## src/rtl/pwm_enc_pkg.sv

```systemverilog
package pwm_enc_pkg;

  // ----------------------------------------
  // Register map
  // ----------------------------------------
  localparam logic [7:0] HIGH_PATTERN_ADDR = 8'h54;
  localparam logic [7:0] LOW_PATTERN_ADDR = 8'h50;
  localparam logic [7:0] LEVEL_CTRL_ADDR = 8'h58;
  localparam logic [7:0] STATUS_ADDR = 8'h5C;

  // ----------------------------------------
  // Field layout
  // ----------------------------------------
  localparam int CNT_W = 7;
  localparam int LC_LSB = 0;
  localparam int HC_LSB = 7;
  localparam int TB_LSB = 14;
  localparam int TB_W = 2;

  // ----------------------------------------
  // Reset values
  // ----------------------------------------
  localparam logic [15:0] HIGH_PATTERN_RST = 16'h3F80;
  localparam logic [15:0] LOW_PATTERN_RST = 16'h007F;

  // ----------------------------------------
  // Time base terminal counts, one less than the period in master clock periods
  // ----------------------------------------
  localparam int TB_MAX_W = 10;
  localparam logic [TB_MAX_W-1:0] TB_DIV_16 = 10'h00F;
  localparam logic [TB_MAX_W-1:0] TB_DIV_64 = 10'h03F;
  localparam logic [TB_MAX_W-1:0] TB_DIV_256 = 10'h0FF;
  localparam logic [TB_MAX_W-1:0] TB_DIV_1024 = 10'h3FF;

  // Terminal count of the time-base divider for a selection
  function automatic logic [TB_MAX_W-1:0] tb_terminal(input logic [TB_W-1:0] sel);
    logic [TB_MAX_W-1:0] t;
    t = TB_DIV_16;
    unique case (sel)
      2'h0: t = TB_DIV_16;
      2'h1: t = TB_DIV_64;
      2'h2: t = TB_DIV_256;
      2'h3: t = TB_DIV_1024;
    endcase
    return t;
  endfunction : tb_terminal

endpackage : pwm_enc_pkg

```

## src/rtl/time_base_div.sv

```systemverilog
`timescale 1ns/1ns
module time_base_div
  import pwm_enc_pkg::*;
(
  // Clock and reset
  input wire logic sys_clk,
  input wire logic rst,
  // Control
  input wire logic [TB_W-1:0] sel,
  input wire logic restart,
  // Tick
  output logic tick
);

  logic [TB_MAX_W-1:0] cnt_q;
  logic [TB_MAX_W-1:0] cnt_d;
  logic tick_q;
  wire logic at_end;

  // One tick every 16, 64, 256 or 1024 master clocks
  assign at_end = (cnt_q >= tb_terminal(sel));
  // Restart loads one so the first tick lands a full time base later
  assign cnt_d = restart ? 10'h001 : (at_end ? '0 : cnt_q + 10'h001);

  always_ff @(posedge sys_clk)
  begin
    if (rst)
    begin
      cnt_q <= '0;
      tick_q <= 1'b0;
    end
    else
    begin
      cnt_q <= cnt_d;
      tick_q <= at_end && !restart;
    end
  end

  assign tick = tick_q;

endmodule : time_base_div

```

## src/rtl/level_pwm_core.sv

```systemverilog
`timescale 1ns/1ns
module level_pwm_core
  import pwm_enc_pkg::*;
(
  // Clock and reset
  input wire logic sys_clk,
  input wire logic rst,
  // Pattern
  input wire logic [CNT_W-1:0] high_count,
  input wire logic [CNT_W-1:0] low_count,
  input wire logic tick,
  input wire logic restart,
  // Waveform
  output logic wave,
  output logic in_high_phase
);

  typedef enum logic [1:0] {
    PH_HIGH = 2'b01,
    PH_LOW = 2'b10
  } phase_t;

  phase_t phase_q;
  phase_t phase_d;
  logic [CNT_W-1:0] cnt_q;
  logic [CNT_W-1:0] cnt_d;
  logic wave_q;
  wire logic static_low;
  wire logic static_high;
  wire logic phase_done;

  // Zero high count is static low, even when low count is zero too
  assign static_low = (high_count == '0);
  assign static_high = !static_low && (low_count == '0);
  assign phase_done = tick && (cnt_q == ((phase_q == PH_HIGH) ? high_count : low_count)
                               - 7'h01);

  // Period is high count plus low count ticks
  always_comb
  begin
    phase_d = phase_q;
    cnt_d = cnt_q;
    if (restart || static_low || static_high)
    begin
      phase_d = PH_HIGH;
      cnt_d = '0;
    end
    else if (phase_done)
    begin
      phase_d = (phase_q == PH_HIGH) ? PH_LOW : PH_HIGH;
      cnt_d = '0;
    end
    else if (tick)
    begin
      cnt_d = cnt_q + 7'h01;
    end
  end

  always_ff @(posedge sys_clk)
  begin
    if (rst)
    begin
      phase_q <= PH_HIGH;
      cnt_q <= '0;
      wave_q <= 1'b0;
    end
    else
    begin
      phase_q <= phase_d;
      cnt_q <= cnt_d;
      wave_q <= static_low ? 1'b0 : (static_high ? 1'b1 : (phase_d == PH_HIGH));
    end
  end

  assign wave = wave_q;
  assign in_high_phase = (phase_q == PH_HIGH);

endmodule : level_pwm_core

```

## src/rtl/fault_pin_pwm_level_encoder.sv

```systemverilog
`timescale 1ns/1ns
module fault_pin_pwm_level_encoder
  import pwm_enc_pkg::*;
(
  // Clock and reset
  input wire logic sys_clk,
  input wire logic rst,
  // APB slave
  input wire logic psel,
  input wire logic penable,
  input wire logic pwrite,
  input wire logic [7:0] paddr,
  input wire logic [31:0] pwdata,
  output logic [31:0] prdata,
  output logic pready,
  output logic pslverr,
  // Pin
  output logic fault_output_pin
);

  // ----------------------------------------
  // Pattern registers
  // ----------------------------------------
  logic [15:0] high_pat_q;
  logic [15:0] high_pat_d;
  logic [15:0] low_pat_q;
  logic [15:0] low_pat_d;

  // ----------------------------------------
  // Level and restart
  // ----------------------------------------
  logic level_q;
  logic level_d;
  logic restart_q;
  logic restart_d;

  // ----------------------------------------
  // Bus answer
  // ----------------------------------------
  logic [31:0] prdata_q;
  logic [31:0] prdata_d;
  logic pready_q;
  logic pready_d;
  logic pslverr_q;
  logic pslverr_d;

  // ----------------------------------------
  // Pin
  // ----------------------------------------
  logic pin_q;
  logic pin_d;

  // ----------------------------------------
  // Engine
  // ----------------------------------------
  wire logic tick;
  wire logic wave;
  wire logic in_high;

  // ----------------------------------------
  // Bus phases
  // ----------------------------------------
  // Setup launches the answer; only the access edge commits a write
  wire logic setup = psel && !penable;
  wire logic access = psel && penable && pready_q;
  wire logic rd_setup = setup && !pwrite;
  wire logic wr_access = access && pwrite;

  // ----------------------------------------
  // Address decode
  // ----------------------------------------
  wire logic hit_high = (paddr == HIGH_PATTERN_ADDR);
  wire logic hit_low = (paddr == LOW_PATTERN_ADDR);
  wire logic hit_ctrl = (paddr == LEVEL_CTRL_ADDR);
  wire logic hit_stat = (paddr == STATUS_ADDR);
  wire logic mapped = hit_high || hit_low || hit_ctrl || hit_stat;

  // ----------------------------------------
  // Write strobes
  // ----------------------------------------
  wire logic wr = wr_access && mapped;
  wire logic wr_high = wr && hit_high;
  wire logic wr_low = wr && hit_low;
  wire logic wr_ctrl = wr && hit_ctrl;

  // ----------------------------------------
  // Written fields
  // ----------------------------------------
  // Reserved bits 15:14 of the high pattern read zero
  wire logic [15:0] high_pat_wr = {2'b00, pwdata[13:0]};
  wire logic [15:0] low_pat_wr = pwdata[15:0];
  wire logic level_wr = pwdata[0];

  // ----------------------------------------
  // Stored fields
  // ----------------------------------------
  wire logic [CNT_W-1:0] high_level_high_count = high_pat_q[HC_LSB +: CNT_W];
  wire logic [CNT_W-1:0] high_level_low_count = high_pat_q[LC_LSB +: CNT_W];
  wire logic [CNT_W-1:0] low_level_high_count = low_pat_q[HC_LSB +: CNT_W];
  wire logic [CNT_W-1:0] low_level_low_count = low_pat_q[LC_LSB +: CNT_W];
  // One time base serves both levels, so a level swap keeps the rate
  wire logic [TB_W-1:0] pattern_time_base_select = low_pat_q[TB_LSB +: TB_W];

  // ----------------------------------------
  // Pattern select
  // ----------------------------------------
  wire logic [CNT_W-1:0] sel_high_cnt = level_q ? high_level_high_count
                                                : low_level_high_count;
  wire logic [CNT_W-1:0] sel_low_cnt = level_q ? high_level_low_count
                                               : low_level_low_count;

  // ----------------------------------------
  // Restart
  // ----------------------------------------
  // Pattern change restarts cleanly rather than finishing a stale period
  wire logic level_change = wr_ctrl && (level_wr != level_q);
  wire logic change = wr_high || wr_low || level_change;

  // ----------------------------------------
  // Time base and waveform
  // ----------------------------------------
  time_base_div u_div (
    .sys_clk(sys_clk),
    .rst(rst),
    .sel(pattern_time_base_select),
    .restart(restart_q),
    .tick(tick)
  );

  level_pwm_core u_core (
    .sys_clk(sys_clk),
    .rst(rst),
    .high_count(sel_high_cnt),
    .low_count(sel_low_cnt),
    .tick(tick),
    .restart(restart_q),
    .wave(wave),
    .in_high_phase(in_high)
  );

  // ----------------------------------------
  // Status bits
  // ----------------------------------------
  wire logic stat_level = level_q;
  wire logic stat_wave = wave;
  wire logic stat_phase = in_high;

  // ----------------------------------------
  // Read words
  // ----------------------------------------
  wire logic [31:0] rd_high = {16'h0000, high_pat_q};
  wire logic [31:0] rd_low = {16'h0000, low_pat_q};
  wire logic [31:0] rd_ctrl = {31'h0, level_q};
  wire logic [31:0] rd_stat = {29'h0, stat_phase, stat_wave, stat_level};
  wire logic [31:0] rd_mux =
    hit_high ? rd_high :
    hit_low ? rd_low :
    hit_ctrl ? rd_ctrl :
    hit_stat ? rd_stat : 32'h0000_0000;

  // ----------------------------------------
  // Next values
  // ----------------------------------------
  assign high_pat_d = wr_high ? high_pat_wr : high_pat_q;
  assign low_pat_d = wr_low ? low_pat_wr : low_pat_q;
  assign level_d = wr_ctrl ? level_wr : level_q;
  assign restart_d = change;
  // No wait state: the answer is registered from the setup cycle
  assign pready_d = setup;
  assign pslverr_d = setup && !mapped;
  assign prdata_d = rd_setup ? rd_mux : 32'h0000_0000;
  assign pin_d = wave;

  // ----------------------------------------
  // High-level pattern register
  // ----------------------------------------
  always_ff @(posedge sys_clk)
  begin
    if (rst)
    begin
      high_pat_q <= HIGH_PATTERN_RST;
    end
    else
    begin
      high_pat_q <= high_pat_d;
    end
  end

  // ----------------------------------------
  // Low-level pattern register
  // ----------------------------------------
  always_ff @(posedge sys_clk)
  begin
    if (rst)
    begin
      low_pat_q <= LOW_PATTERN_RST;
    end
    else
    begin
      low_pat_q <= low_pat_d;
    end
  end

  // ----------------------------------------
  // Level control
  // ----------------------------------------
  always_ff @(posedge sys_clk)
  begin
    if (rst)
    begin
      level_q <= 1'b0;
    end
    else
    begin
      level_q <= level_d;
    end
  end

  // ----------------------------------------
  // Restart strobe
  // ----------------------------------------
  always_ff @(posedge sys_clk)
  begin
    if (rst)
    begin
      restart_q <= 1'b1;
    end
    else
    begin
      restart_q <= restart_d;
    end
  end

  // ----------------------------------------
  // Bus answer
  // ----------------------------------------
  always_ff @(posedge sys_clk)
  begin
    if (rst)
    begin
      prdata_q <= '0;
    end
    else
    begin
      prdata_q <= prdata_d;
    end
  end

  always_ff @(posedge sys_clk)
  begin
    if (rst)
    begin
      pready_q <= 1'b0;
    end
    else
    begin
      pready_q <= pready_d;
    end
  end

  always_ff @(posedge sys_clk)
  begin
    if (rst)
    begin
      pslverr_q <= 1'b0;
    end
    else
    begin
      pslverr_q <= pslverr_d;
    end
  end

  // ----------------------------------------
  // Pin register
  // ----------------------------------------
  always_ff @(posedge sys_clk)
  begin
    if (rst)
    begin
      pin_q <= 1'b0;
    end
    else
    begin
      pin_q <= pin_d;
    end
  end

  // ----------------------------------------
  // Outputs
  // ----------------------------------------
  assign prdata = prdata_q;
  assign pready = pready_q;
  assign pslverr = pslverr_q;
  assign fault_output_pin = pin_q;

endmodule : fault_pin_pwm_level_encoder

```

## config.mk

```make
export PLATFORM = sky130hd
export DESIGN_NAME = fault_pin_pwm_level_encoder
export DESIGN_NICKNAME = d
export VERILOG_FILES = /design/src/rtl/pwm_enc_pkg.sv /design/src/rtl/time_base_div.sv /design/src/rtl/level_pwm_core.sv /design/src/rtl/fault_pin_pwm_level_encoder.sv
export SDC_FILE = /design/constraint.sdc
export NUM_CORES = 1
export LEC_CHECK = 0
export BUFFER_PORTS_ARGS = -buffer_cell sky130_fd_sc_hd__buf_2
export CAP_MARGIN = 10
export CORE_ASPECT_RATIO = 1.75
export CORE_MARGIN = 4
export CORE_UTILIZATION = 54
export CTS_CLUSTER_SIZE = 25
export DETAILED_ROUTE_END_ITERATION = 8
export PLACE_DENSITY = 0.84
export SLEW_MARGIN = 30
export SYNTH_ARGS = -nofsm -noshare
export SYNTH_HDL_FRONTEND = slang
export SYNTH_SLANG_ARGS = --single-unit
```

## constraint.sdc

```tcl
create_clock -name sys_clk -period 3.48 [get_ports sys_clk]
set_clock_uncertainty 0.05 [all_clocks]
set_input_delay 0.174 -clock sys_clk [delete_from_list [all_inputs] [get_ports sys_clk]]
set_output_delay 0.174 -clock sys_clk [all_outputs]
set_load 0.01 [all_outputs]
```

== Word level (Yosys, flattened, before mapping) ==
Cells that the tools add are included.

* Latch bits: 0
* Register bits after elaboration: 88
* Memory bits (writable): 0
* Memory bits (read-only): 0
* Memories kept: 0
* Logic and storage cells: 81

* Multipliers: 0
* Mux-type cells: 14
* Eq/ne operators: 11
* Bitwise operators: 1
* Add/sub/neg operators: 3
* Shifts and indexed selects: 0
* Order comparisons: 1
* Div/mod/pow operators: 0
* Reductions and logical operators: 35

{| class="wikitable"
|+ Operators with widths
! kind !! count
|-
| $pmux 10 s4 || 1
|-
| $eq 8x7->1 const B || 4
|-
| $mux 7 || 3
|-
| $mux 16 || 1
|-
| $logic_and 1x1->1 || 14
|-
| $logic_not 7->1 || 2
|-
| $mux 14 || 1
|-
| $add 10x1->10 const B || 1
|-
| $ge 10x10->1 || 1
|-
| $reduce_or 3->1 || 3
|-
| $add 7x1->7 const B || 1
|-
| $eq 7x7->1 || 1
|-
| $logic_or 1x1->1 || 7
|-
| $sub 7x1->7 const B || 1
|-
| $eq 2x1->1 const B || 3
|-
| $mux 2 || 3
|-
| $mux 3 || 2
|-
| $logic_not 1->1 || 5
|-
| $reduce_or 5->1 || 1
|-
| $eq 2x2->1 const B || 2
|-
| $reduce_or 2->1 || 2
|-
| $mux 1 || 3
|-
| $logic_not 2->1 || 1
|-
| $ne 1x1->1 || 1
|-
| $not 1->1 || 1
|}

== Longest topological paths before layout ==
Gate-level depths: netlist of the first run.

* Depth after elaboration: 9
* Depth in mapped cells: 11
* Depth with buffers taken out: 9

== Cells and area by module ==
Synthesis of the first run repeated with hierarchy kept, for this count alone.

* Cell total of the unflattened synthesis: 411
* Area total of the unflattened synthesis: 3812.4 um^2

{| class="wikitable"
|+ By module, submodules not included
! module !! times used !! cells each !! area each (um^2)
|-
| fault_pin_pwm_level_encoder || 1 || 249 || 2394.8
|-
| level_pwm_core || 1 || 98 || 834.6
|-
| time_base_div || 1 || 64 || 583.1
|}

== Least setup slack after synthesis of the first run ==
Ideal clock, no wire load.

* Path kind: reg2reg
* From: register u_core.phase_q[0]
* To: register u_core.wave_q, in the netlist u_core.wave
* Setup time: 0.091 ns
* Data required time: 3.339 ns
* Path slack: 0.762 ns
* Arrival: 2.578 ns
* Period minus slack after synthesis: 2.718 ns
* Stages on the path, launching flop included: 11
* Cell sequence: dfxtp_1 nor2b_4 buf_2 mux4_2 inv_1 ha_1 xnor2_1 xnor2_1 nand4_1 or4_1 a311oi_1

* Longest elaborated chain between the ends: 9

{| class="wikitable"
|+ RTL lines
! element !! line !! source
|-
| start: declaration || level_pwm_core.sv:23 || <nowiki>phase_t phase_q;</nowiki>
|-
| start signal: assignment || level_pwm_core.sv:69 || <nowiki>phase_q <= phase_d;</nowiki>
|-
| $eq 2x1->1 || level_pwm_core.sv:35, level_pwm_core.sv:50 ||
|-
| $mux 7 || level_pwm_core.sv:35 || <nowiki>assign phase_done = tick && (cnt_q == ((phase_q == PH_HIGH) ? high_count : low_count)</nowiki>
|-
| $sub 7x1->7 || level_pwm_core.sv:36 || <nowiki>- 7'h01);</nowiki>
|-
| $eq 7x7->1 || level_pwm_core.sv:35 ||
|-
| $logic_and 1x1->1 || level_pwm_core.sv:35 ||
|-
| $mux 2 (*) || level_pwm_core.sv:48 || <nowiki>else if (phase_done)</nowiki>
|-
| $mux 2 (*) || level_pwm_core.sv:43 || <nowiki>if (restart || static_low || static_high)</nowiki>
|-
| $eq 2x1->1 (*) || level_pwm_core.sv:71 || <nowiki>wave_q <= static_low ? 1'b0 : (static_high ? 1'b1 : (phase_d == PH_HIGH));</nowiki>
|-
| $mux 1 (*) || level_pwm_core.sv:71 ||
|-
| end signal: assignment || level_pwm_core.sv:71 ||
|-
| end: declaration || level_pwm_core.sv:27 || <nowiki>logic wave_q;</nowiki>
|}

Mark *: on every way between the ends. The rest lies on a longest branch, timed or not.
A chain may end at the register's enable or synchronous reset.

== Worst setup path after layout of the first run ==
* From: register level_q
* To: register u_core.phase_q[0]

* Longest elaborated chain between the ends: 7

{| class="wikitable"
|+ RTL lines
! element !! line !! source
|-
| start: declaration || fault_pin_pwm_level_encoder.sv:32 || <nowiki>logic level_q;</nowiki>
|-
| start signal: assignment || fault_pin_pwm_level_encoder.sv:215 || <nowiki>level_q <= level_d;</nowiki>
|-
| $mux 7, on equally long branches || fault_pin_pwm_level_encoder.sv:109, fault_pin_pwm_level_encoder.sv:107 ||
|-
| $mux 7 || level_pwm_core.sv:35 ||
|-
| $sub 7x1->7 || level_pwm_core.sv:36 ||
|-
| $eq 7x7->1 || level_pwm_core.sv:35 ||
|-
| $logic_and 1x1->1 || level_pwm_core.sv:35 ||
|-
| $mux 2 || level_pwm_core.sv:48 ||
|-
| $mux 2 (*) || level_pwm_core.sv:43 ||
|}

Marked as above.

==> key figures, run 1 <==
STA
  • Slew @ Worst Pin: 707 ps
  • Final setup fails: 0
  • Final hold vios: 0
  • Final worst-path cycle share: 0.860
  • Final worst setup slack: 486 ps
  • Final setup TNS: 0 ps
  • Final Critical Period: 2990 ps
  • RSZ-0062 raised after global routing: false
  • Relative slew slack: 0.529
  • Fmax: 0.334 GHz
  • Pins over their slew limit: 0

Finish
  • Finished Layout Cells: 523
  • Storage element area: 0.00144 mm²
  • Filler Cell Count: 541
  • Finished Cell Area: 0.00398 mm²
  • Layout Nets: 494
  • Ant. Diodes: 0
  • Share of cells above drive strength 1: 0.172
  • Multi-input combinational cell area: 0.00185 mm²
  • Synthesis-to-finish area growth: 15.3%

Setup path
  • Worst Setup End Kind: register
  • RR Endpoint: u_core.phase_q[0]
  • R2R depth: 8
  • Reg-to-reg startpoint: level_q
  • CP Launch Point: level_q
  • CP Launch Type: register
  • Reg2reg setup slack: 490 ps
  • Worst EP arrival: 3190 ps
  • Critical setup path kind: reg -> reg
  • Required @ worst endpoint: 3680 ps
  • Max Fanout on Critical Path: 20
  • Worst Setup EP: u_core.phase_q[0]

Pwr
  • Power density over the cells: 373 mW/mm²
  • Comb pwr share: 0.044
  • P_int: 1.17 mW
  • Reg power frac: 0.558
  • Worst IR drop on VDD: 230 µV
  • Leakage Power: 1.64 nW
  • Sw frac: 0.215
  • Clk pwr share: 0.398
  • Switch Pwr: 0.319 mW

Yosys
  • Synth async-reset ratio: 0
  • Sequential share of the synthesized area: 0.418
  • Post-Syn Instances: 384
  • Post-synth top area cell: dfxtp_1
  • Synth Warn #: 0
  • Synth top area share: 0.418
  • Unique cell type count in the Yosys netlist: 45
  • Yosys reg bits: 72
  • Synth top area cells: dfxtp_1 (42%), nor2_1 (5.0%), mux2i_1 (4.9%), nand2_1 (4.8%), buf_4 (3.7%)
  • EDFF count, synth: 0
  • Mapped Area: 0.00345 mm²
  • Mapped Avg Cell Area: 8.99 µm²
  • Synth Flop Type: dfxtp_1

Detailed routing
  • Final wirelength: 7930 µm
  • Via Count: 2883
  • DR iter-0 viols: 196
  • Routed vias/inst: 5.51
  • Wire length per cell: 15.2 µm
  • Detailed-router iteration count before antenna repair: 5
  • Final ANT Viol Nets: 0
  • # DRC: 0

Clock network
  • Clock buffer depth: 2
  • Setup repair bufs after CTS: 0
  • CTS Sinks: 72
  • Worst skew pair latency: 360 ps
  • CTS tree: yes
  • Num CTS Buffers: 9
  • Post_cts resized: 0
  • Root buffer cell: clkbuf_8
  • Worst-path clk slew: 70 ps
  • H-tree levels: 3

Global route
  • Initial antenna violation count: 0
  • Vias in the first global route: 2846
  • Largest net degree at the start of global routing: 40
  • First-pass GRT wire length: 12900 µm
  • Busiest layer in global routing: met2
  • GR met1 Demand/Resource: 0.224
  • Combined global-route utilization of all metal layers: 0.223
  • Routing usage on met3: 0.0650
  • GRT overflow: 0
  • GR Util met2: 0.390

Floorplan
  • Die W: 68.4 µm
  • I/O pins: 80
  • Core box area: 0.00623 mm²
  • DIE AREA: 0.00778 mm²
  • Starting Density: 0.554
  • Row count: 38
  • Die Y: 114 µm

Placed design
  • IO buf count: 47
  • DP Area: 0.00369 mm²
  • RD Place Congestion: 0.918
  • Placed insts: 497
  • Setup WS pre-CTS: 502 ps
  • DPL Wire Length: 5750 µm

Outcome
  • Status: completed

Job
  • Max-cap violation count: 0

Min path
  • HP Class: in -> reg
cell families after synthesis:
group | count (synthesis) | synth area share
AO/OA/AOI/OAI | 60 | 0.121
adder cells (fa/ha/maj) | 9 | 0.0326
buffers and inverters | 39 | 0.0642
AND/OR/NAND/NOR | 153 | 0.215
XOR/XNOR | 25 | 0.0635
flip-flops | 72 | 0.418
other | 1 | 0.00109
multiplexers | 25 | 0.0852
registers in the layout, indices dropped and copies added (netlist names), 2 cells and up:
signal	flops
low_pat_q	16
prdata	16
high_pat_q	14
u_div.cnt_q	10
u_core.cnt_q	7
u_core.phase_q	2
cells in the mapped netlist, types with 5 or more instances:
cell type / instances
a211o_1: 8
a21oi_1: 21
a22o_1: 11
buf_4: 17
clkbuf_1: 14
dfxtp_1: 72
ha_1: 9
mux2_2: 5
mux2i_1: 17
nand2_1: 44
nand3_1: 7
nand3b_1: 9
nor2_1: 46
nor2b_1: 8
nor3_1: 12
nor4_1: 5
xnor2_1: 13
xor2_1: 12
routing by layer:
layer  share of wire  vias up
met2            0.56       81
met5               0        -
met3           0.043       21
li1                -     1421
met4           0.034        0
met1            0.36     1360
worst min-delay path by stage:
stage	start	slack, ps	depth (start not counted)	endpoint
final	pwdata[9]	7	2	high_pat_q[9]
after global routing	pwdata[9]	6	2	high_pat_q[9]
after CTS	pwdata[12]	1	2	high_pat_q[12]
after detailed placement	penable	330	2	pready
after global placement	penable	330	2	pready
after floorplan	rst	210	1	pready
stage by stage:
step	utilization	hold WS [ps]	total power, mW
global placement	0.592	325	0.900
floorplan	-	215	0.890
global route	0.639	5.89	1.53
CTS	0.637	1.48	1.49
finish	0.639	7.33	1.49
detailed placement	0.592	331	0.902
power by group through the flow:
stage	combinational, mW	clock (mW)	sequential, mW
global route	0.0717	0.634	0.829
floorplan	0.0422	0	0.848
detailed placement	0.0538	0	0.848
global placement	0.0523	0	0.848
CTS	0.0634	0.599	0.829
finish	0.0650	0.591	0.829
placed cells by master (no fill, tap or decap), types with 7 or more instances in the layout:
cell type	netlist	layout
a211o_1	8	8
clkbuf_8	0	12
ha_1	9	9
nand3b_1	9	9
xor2_1	12	12
dlygate4sd3_1	0	12
nor2_1	46	46
xnor2_1	13	13
a22o_1	11	11
nand3_1	7	7
nand2_1	44	44
buf_2	3	47
mux2i_1	17	17
a21oi_1	21	21
nor3_1	12	12
dfxtp_1	72	72
conb_1	1	16
nor2b_1	8	8
repair_timing:
item                                    CTS  global route
endpoints found under the hold margin    11             1
hold buffers                             11             1
endpoints found under the setup margin    0             0
area by class of cell:
| type | count | share of cell area |
|---|---|---|
| Clock buffer | 14 | 0.0434 |
| Timing Repair Buffer | 65 | 0.101 |
| Sequential cell | 72 | 0.362 |
| Inverter | 4 | 0.00377 |
| Tap cell | 80 | 0.0251 |
| Multi-Input combinational cell | 288 | 0.465 |
critical path, cell delays in order (launching register included):
cell	delay, ps
dfxtp_1	660
buf_4	340
mux2_2	360
mux2i_1	160
xor2_1	240
xnor2_1	100
o31a_1	310
or4_1	510
and2_1	150
Power figures use the tool's default switching activity.
==> run 2: changes to the inputs <==
==> constraint.sdc (replaced) <==
create_clock -name sys_clk -period 3.48 [get_ports sys_clk]
set_clock_uncertainty 0.05 [all_clocks]
set_input_delay 0.348 -clock sys_clk [delete_from_list [all_inputs] [get_ports sys_clk]]
set_output_delay 0.348 -clock sys_clk [all_outputs]
set_load 0.01 [all_outputs]
==> key figures, run 2 (synthesis results as in run 1) <==
Setup path
  • CP Launch Type: register (unchanged)
  • Crit-path max cell delay: 660 ps (about the same)
  • Required @ worst endpoint: 3690 ps (was 3680 ps)
  • Worst Setup End Kind: register (unchanged)
  • Most used cell, CP: xnor2_1
  • Worst EP arrival: 3230 ps (was 3190 ps)
  • Max Fanout on Critical Path: 20 (unchanged)
  • CP max stage cell: dfxtp_1 (unchanged)
  • Cell Chain, Critical Path: buf_4, mux4_2, inv_1, ha_1, xnor2_1, xnor2_1, nand4_1, or4_1, a311oi_1 (was buf_4, mux2_2, mux2i_1, xor2_1, xnor2_1, o31a_1, or4_1, and2_1)
  • Critical setup path kind: reg -> reg (unchanged)

Global route
  • Initial antenna violation count: 0 (unchanged)
  • Largest net degree at the start of global routing: 40 (unchanged)
  • First-pass GRT wire length: 12500 µm (was 12900 µm)
  • Combined global-route utilization of all metal layers: 0.216 (was 0.223)
  • Vias in the first global route: 2755 (was 2846)
  • GRT overflow: 0 (unchanged)

Finish
  • Finished Cell Area: 0.00386 mm² (was 0.00398 mm²)
  • Ant. Diodes: 0 (unchanged)
  • Share of cells above drive strength 1: 0.182 (was 0.172)
  • Finished Layout Cells: 514 (was 523)
  • Most frequent cells in the layout: dfxtp_1 (72), buf_2 (47), nor2_1 (46) (unchanged)
  • Layout Nets: 483 (was 494)
  • Core utilization of the finished layout: 0.620 (was 0.639)
  • Synthesis-to-finish area growth: 11.9% (was 15.3%)
  • Commonest non-fill, non-tap cell in the layout: dfxtp_1 (unchanged)

STA
  • Slew @ Worst Pin: 693 ps (was 707 ps)
  • Final hold vios: 0 (unchanged)
  • WHS: 142 ps (was 7.33 ps)
  • Final worst-path cycle share: 0.869 (was 0.860)
  • Final setup TNS: 0 ps (unchanged)
  • Pins over their slew limit: 0 (unchanged)
  • RSZ-0062 raised after global routing: false (unchanged)
  • Fmax: 0.331 GHz (was 0.334 GHz)
  • Final Critical Period: 3020 ps (was 2990 ps)
  • Relative slew slack: 0.538 (was 0.529)
  • Final setup fails: 0 (unchanged)

Clock network
  • Root buffer cell: clkbuf_8 (unchanged)
  • Cts hold-fix bufs: 0 (was 11)
  • Clock buffer depth: 2 (unchanged)
  • CTS Sinks: 72 (unchanged)
  • Num CTS Buffers: 9 (unchanged)
  • Worst skew pair latency: 350 ps (was 360 ps)
  • Post_cts resized: 0 (unchanged)
  • H-tree levels: 3 (unchanged)
  • Setup repair bufs after CTS: 0 (unchanged)
  • Worst-path clk slew: 70 ps (about the same)
  • CTS tree: yes (unchanged)

Min path
  • HP Class: in -> reg (unchanged)

Floorplan
  • Die W: 68.4 µm (unchanged)
  • DIE AREA: 0.00778 mm² (unchanged)
  • Die Y: 114 µm (unchanged)
  • Core box area: 0.00623 mm² (unchanged)
  • Starting Density: 0.554 (unchanged)
  • I/O pins: 80 (unchanged)
  • Row count: 38 (unchanged)

Detailed routing
  • # DRC: 0 (unchanged)
  • DR iter-0 viols: 152 (was 196)
  • Wire length per cell: 15.0 µm (was 15.2 µm)
  • Detailed-router iteration count before antenna repair: 4 (was 5)
  • Via Count: 2828 (was 2883)
  • Final wirelength: 7710 µm (was 7930 µm)
  • Routed vias/inst: 5.50 (was 5.51)
  • Final ANT Viol Nets: 0 (unchanged)

Placed design
  • RD Place Congestion: 0.921 (was 0.918)
  • DP Area: 0.00369 mm² (about the same)
  • IO buf count: 47 (unchanged)
  • Placed insts: 498 (was 497)
  • DPL Wire Length: 5720 µm (was 5750 µm)

Outcome
  • Status: completed (unchanged)

Pwr
  • Power density over the cells: 374 mW/mm² (was 373 mW/mm²)
  • Leakage Power: 1.60 nW (was 1.64 nW)
  • Worst IR drop on VDD: 279 µV (was 230 µV)

Job
  • Max-cap violation count: 0 (unchanged)
-- run 2: worst max-delay path: cells and delay by family, from the launching register on --
family,cells,cell delay [ps]
buffers and inverters,2,430
multiplexers,1,330
adder cells (fa/ha/maj),1,180
AO/OA/AOI/OAI,1,270
AND/OR/NAND/NOR,2,730
XOR/XNOR,2,280
flip-flops,1,660
-- run 2: report_power, final --
| part | switching, mW | internal, mW | total (mW) |
|---|---|---|---|
| logic | 0.0338 | 0.0207 | 0.0544 |
| clock network | 0.287 | 0.273 | 0.560 |
| registers | 0.00228 | 0.827 | 0.829 |
| total | 0.323 | 1.12 | 1.44 |
-- run 2: layout make-up --
cell class,count,area [µm²]
multi-input cells,288,1850
flip-flops and latches,72,1440
clock buffers,12,145
fillers,543,2370
clock inverters,4,20.0
inverters,4,15.0
repair buffers,54,288
well taps,80,100
-- run 2: layer usage --
layer  vias up  part of all wire  GRT usage
li1       1398                 -          -
met3        25             0.055     0.0581
met4         0             0.047      0.139
met2        82              0.54      0.372
met1      1323              0.36      0.218
met5         -                 0          0
-- run 2: final timing paths --
check / slack, ps / to / depth (start not counted) / from
max: 460 / u_core.wave / 9 / level_q
min: 140 / pready / 2 / penable
max reg2reg: 460 / u_core.wave / 9 / level_q
min reg2reg: 440 / fault_output_pin / 1 / u_core.wave
-- run 2: through the flow --
| step | worst slack [ps] | power [mW] |
|---|---|---|
| 3_5_place_dp | 507 | 0.902 |
| 4_1_cts | 488 | 1.46 |
| 2_1_floorplan | 762 | 0.890 |
| 6_report | 457 | 1.44 |
| 3_3_place_gp | 548 | 0.900 |
| 5_1_grt | 208 | 1.51 |
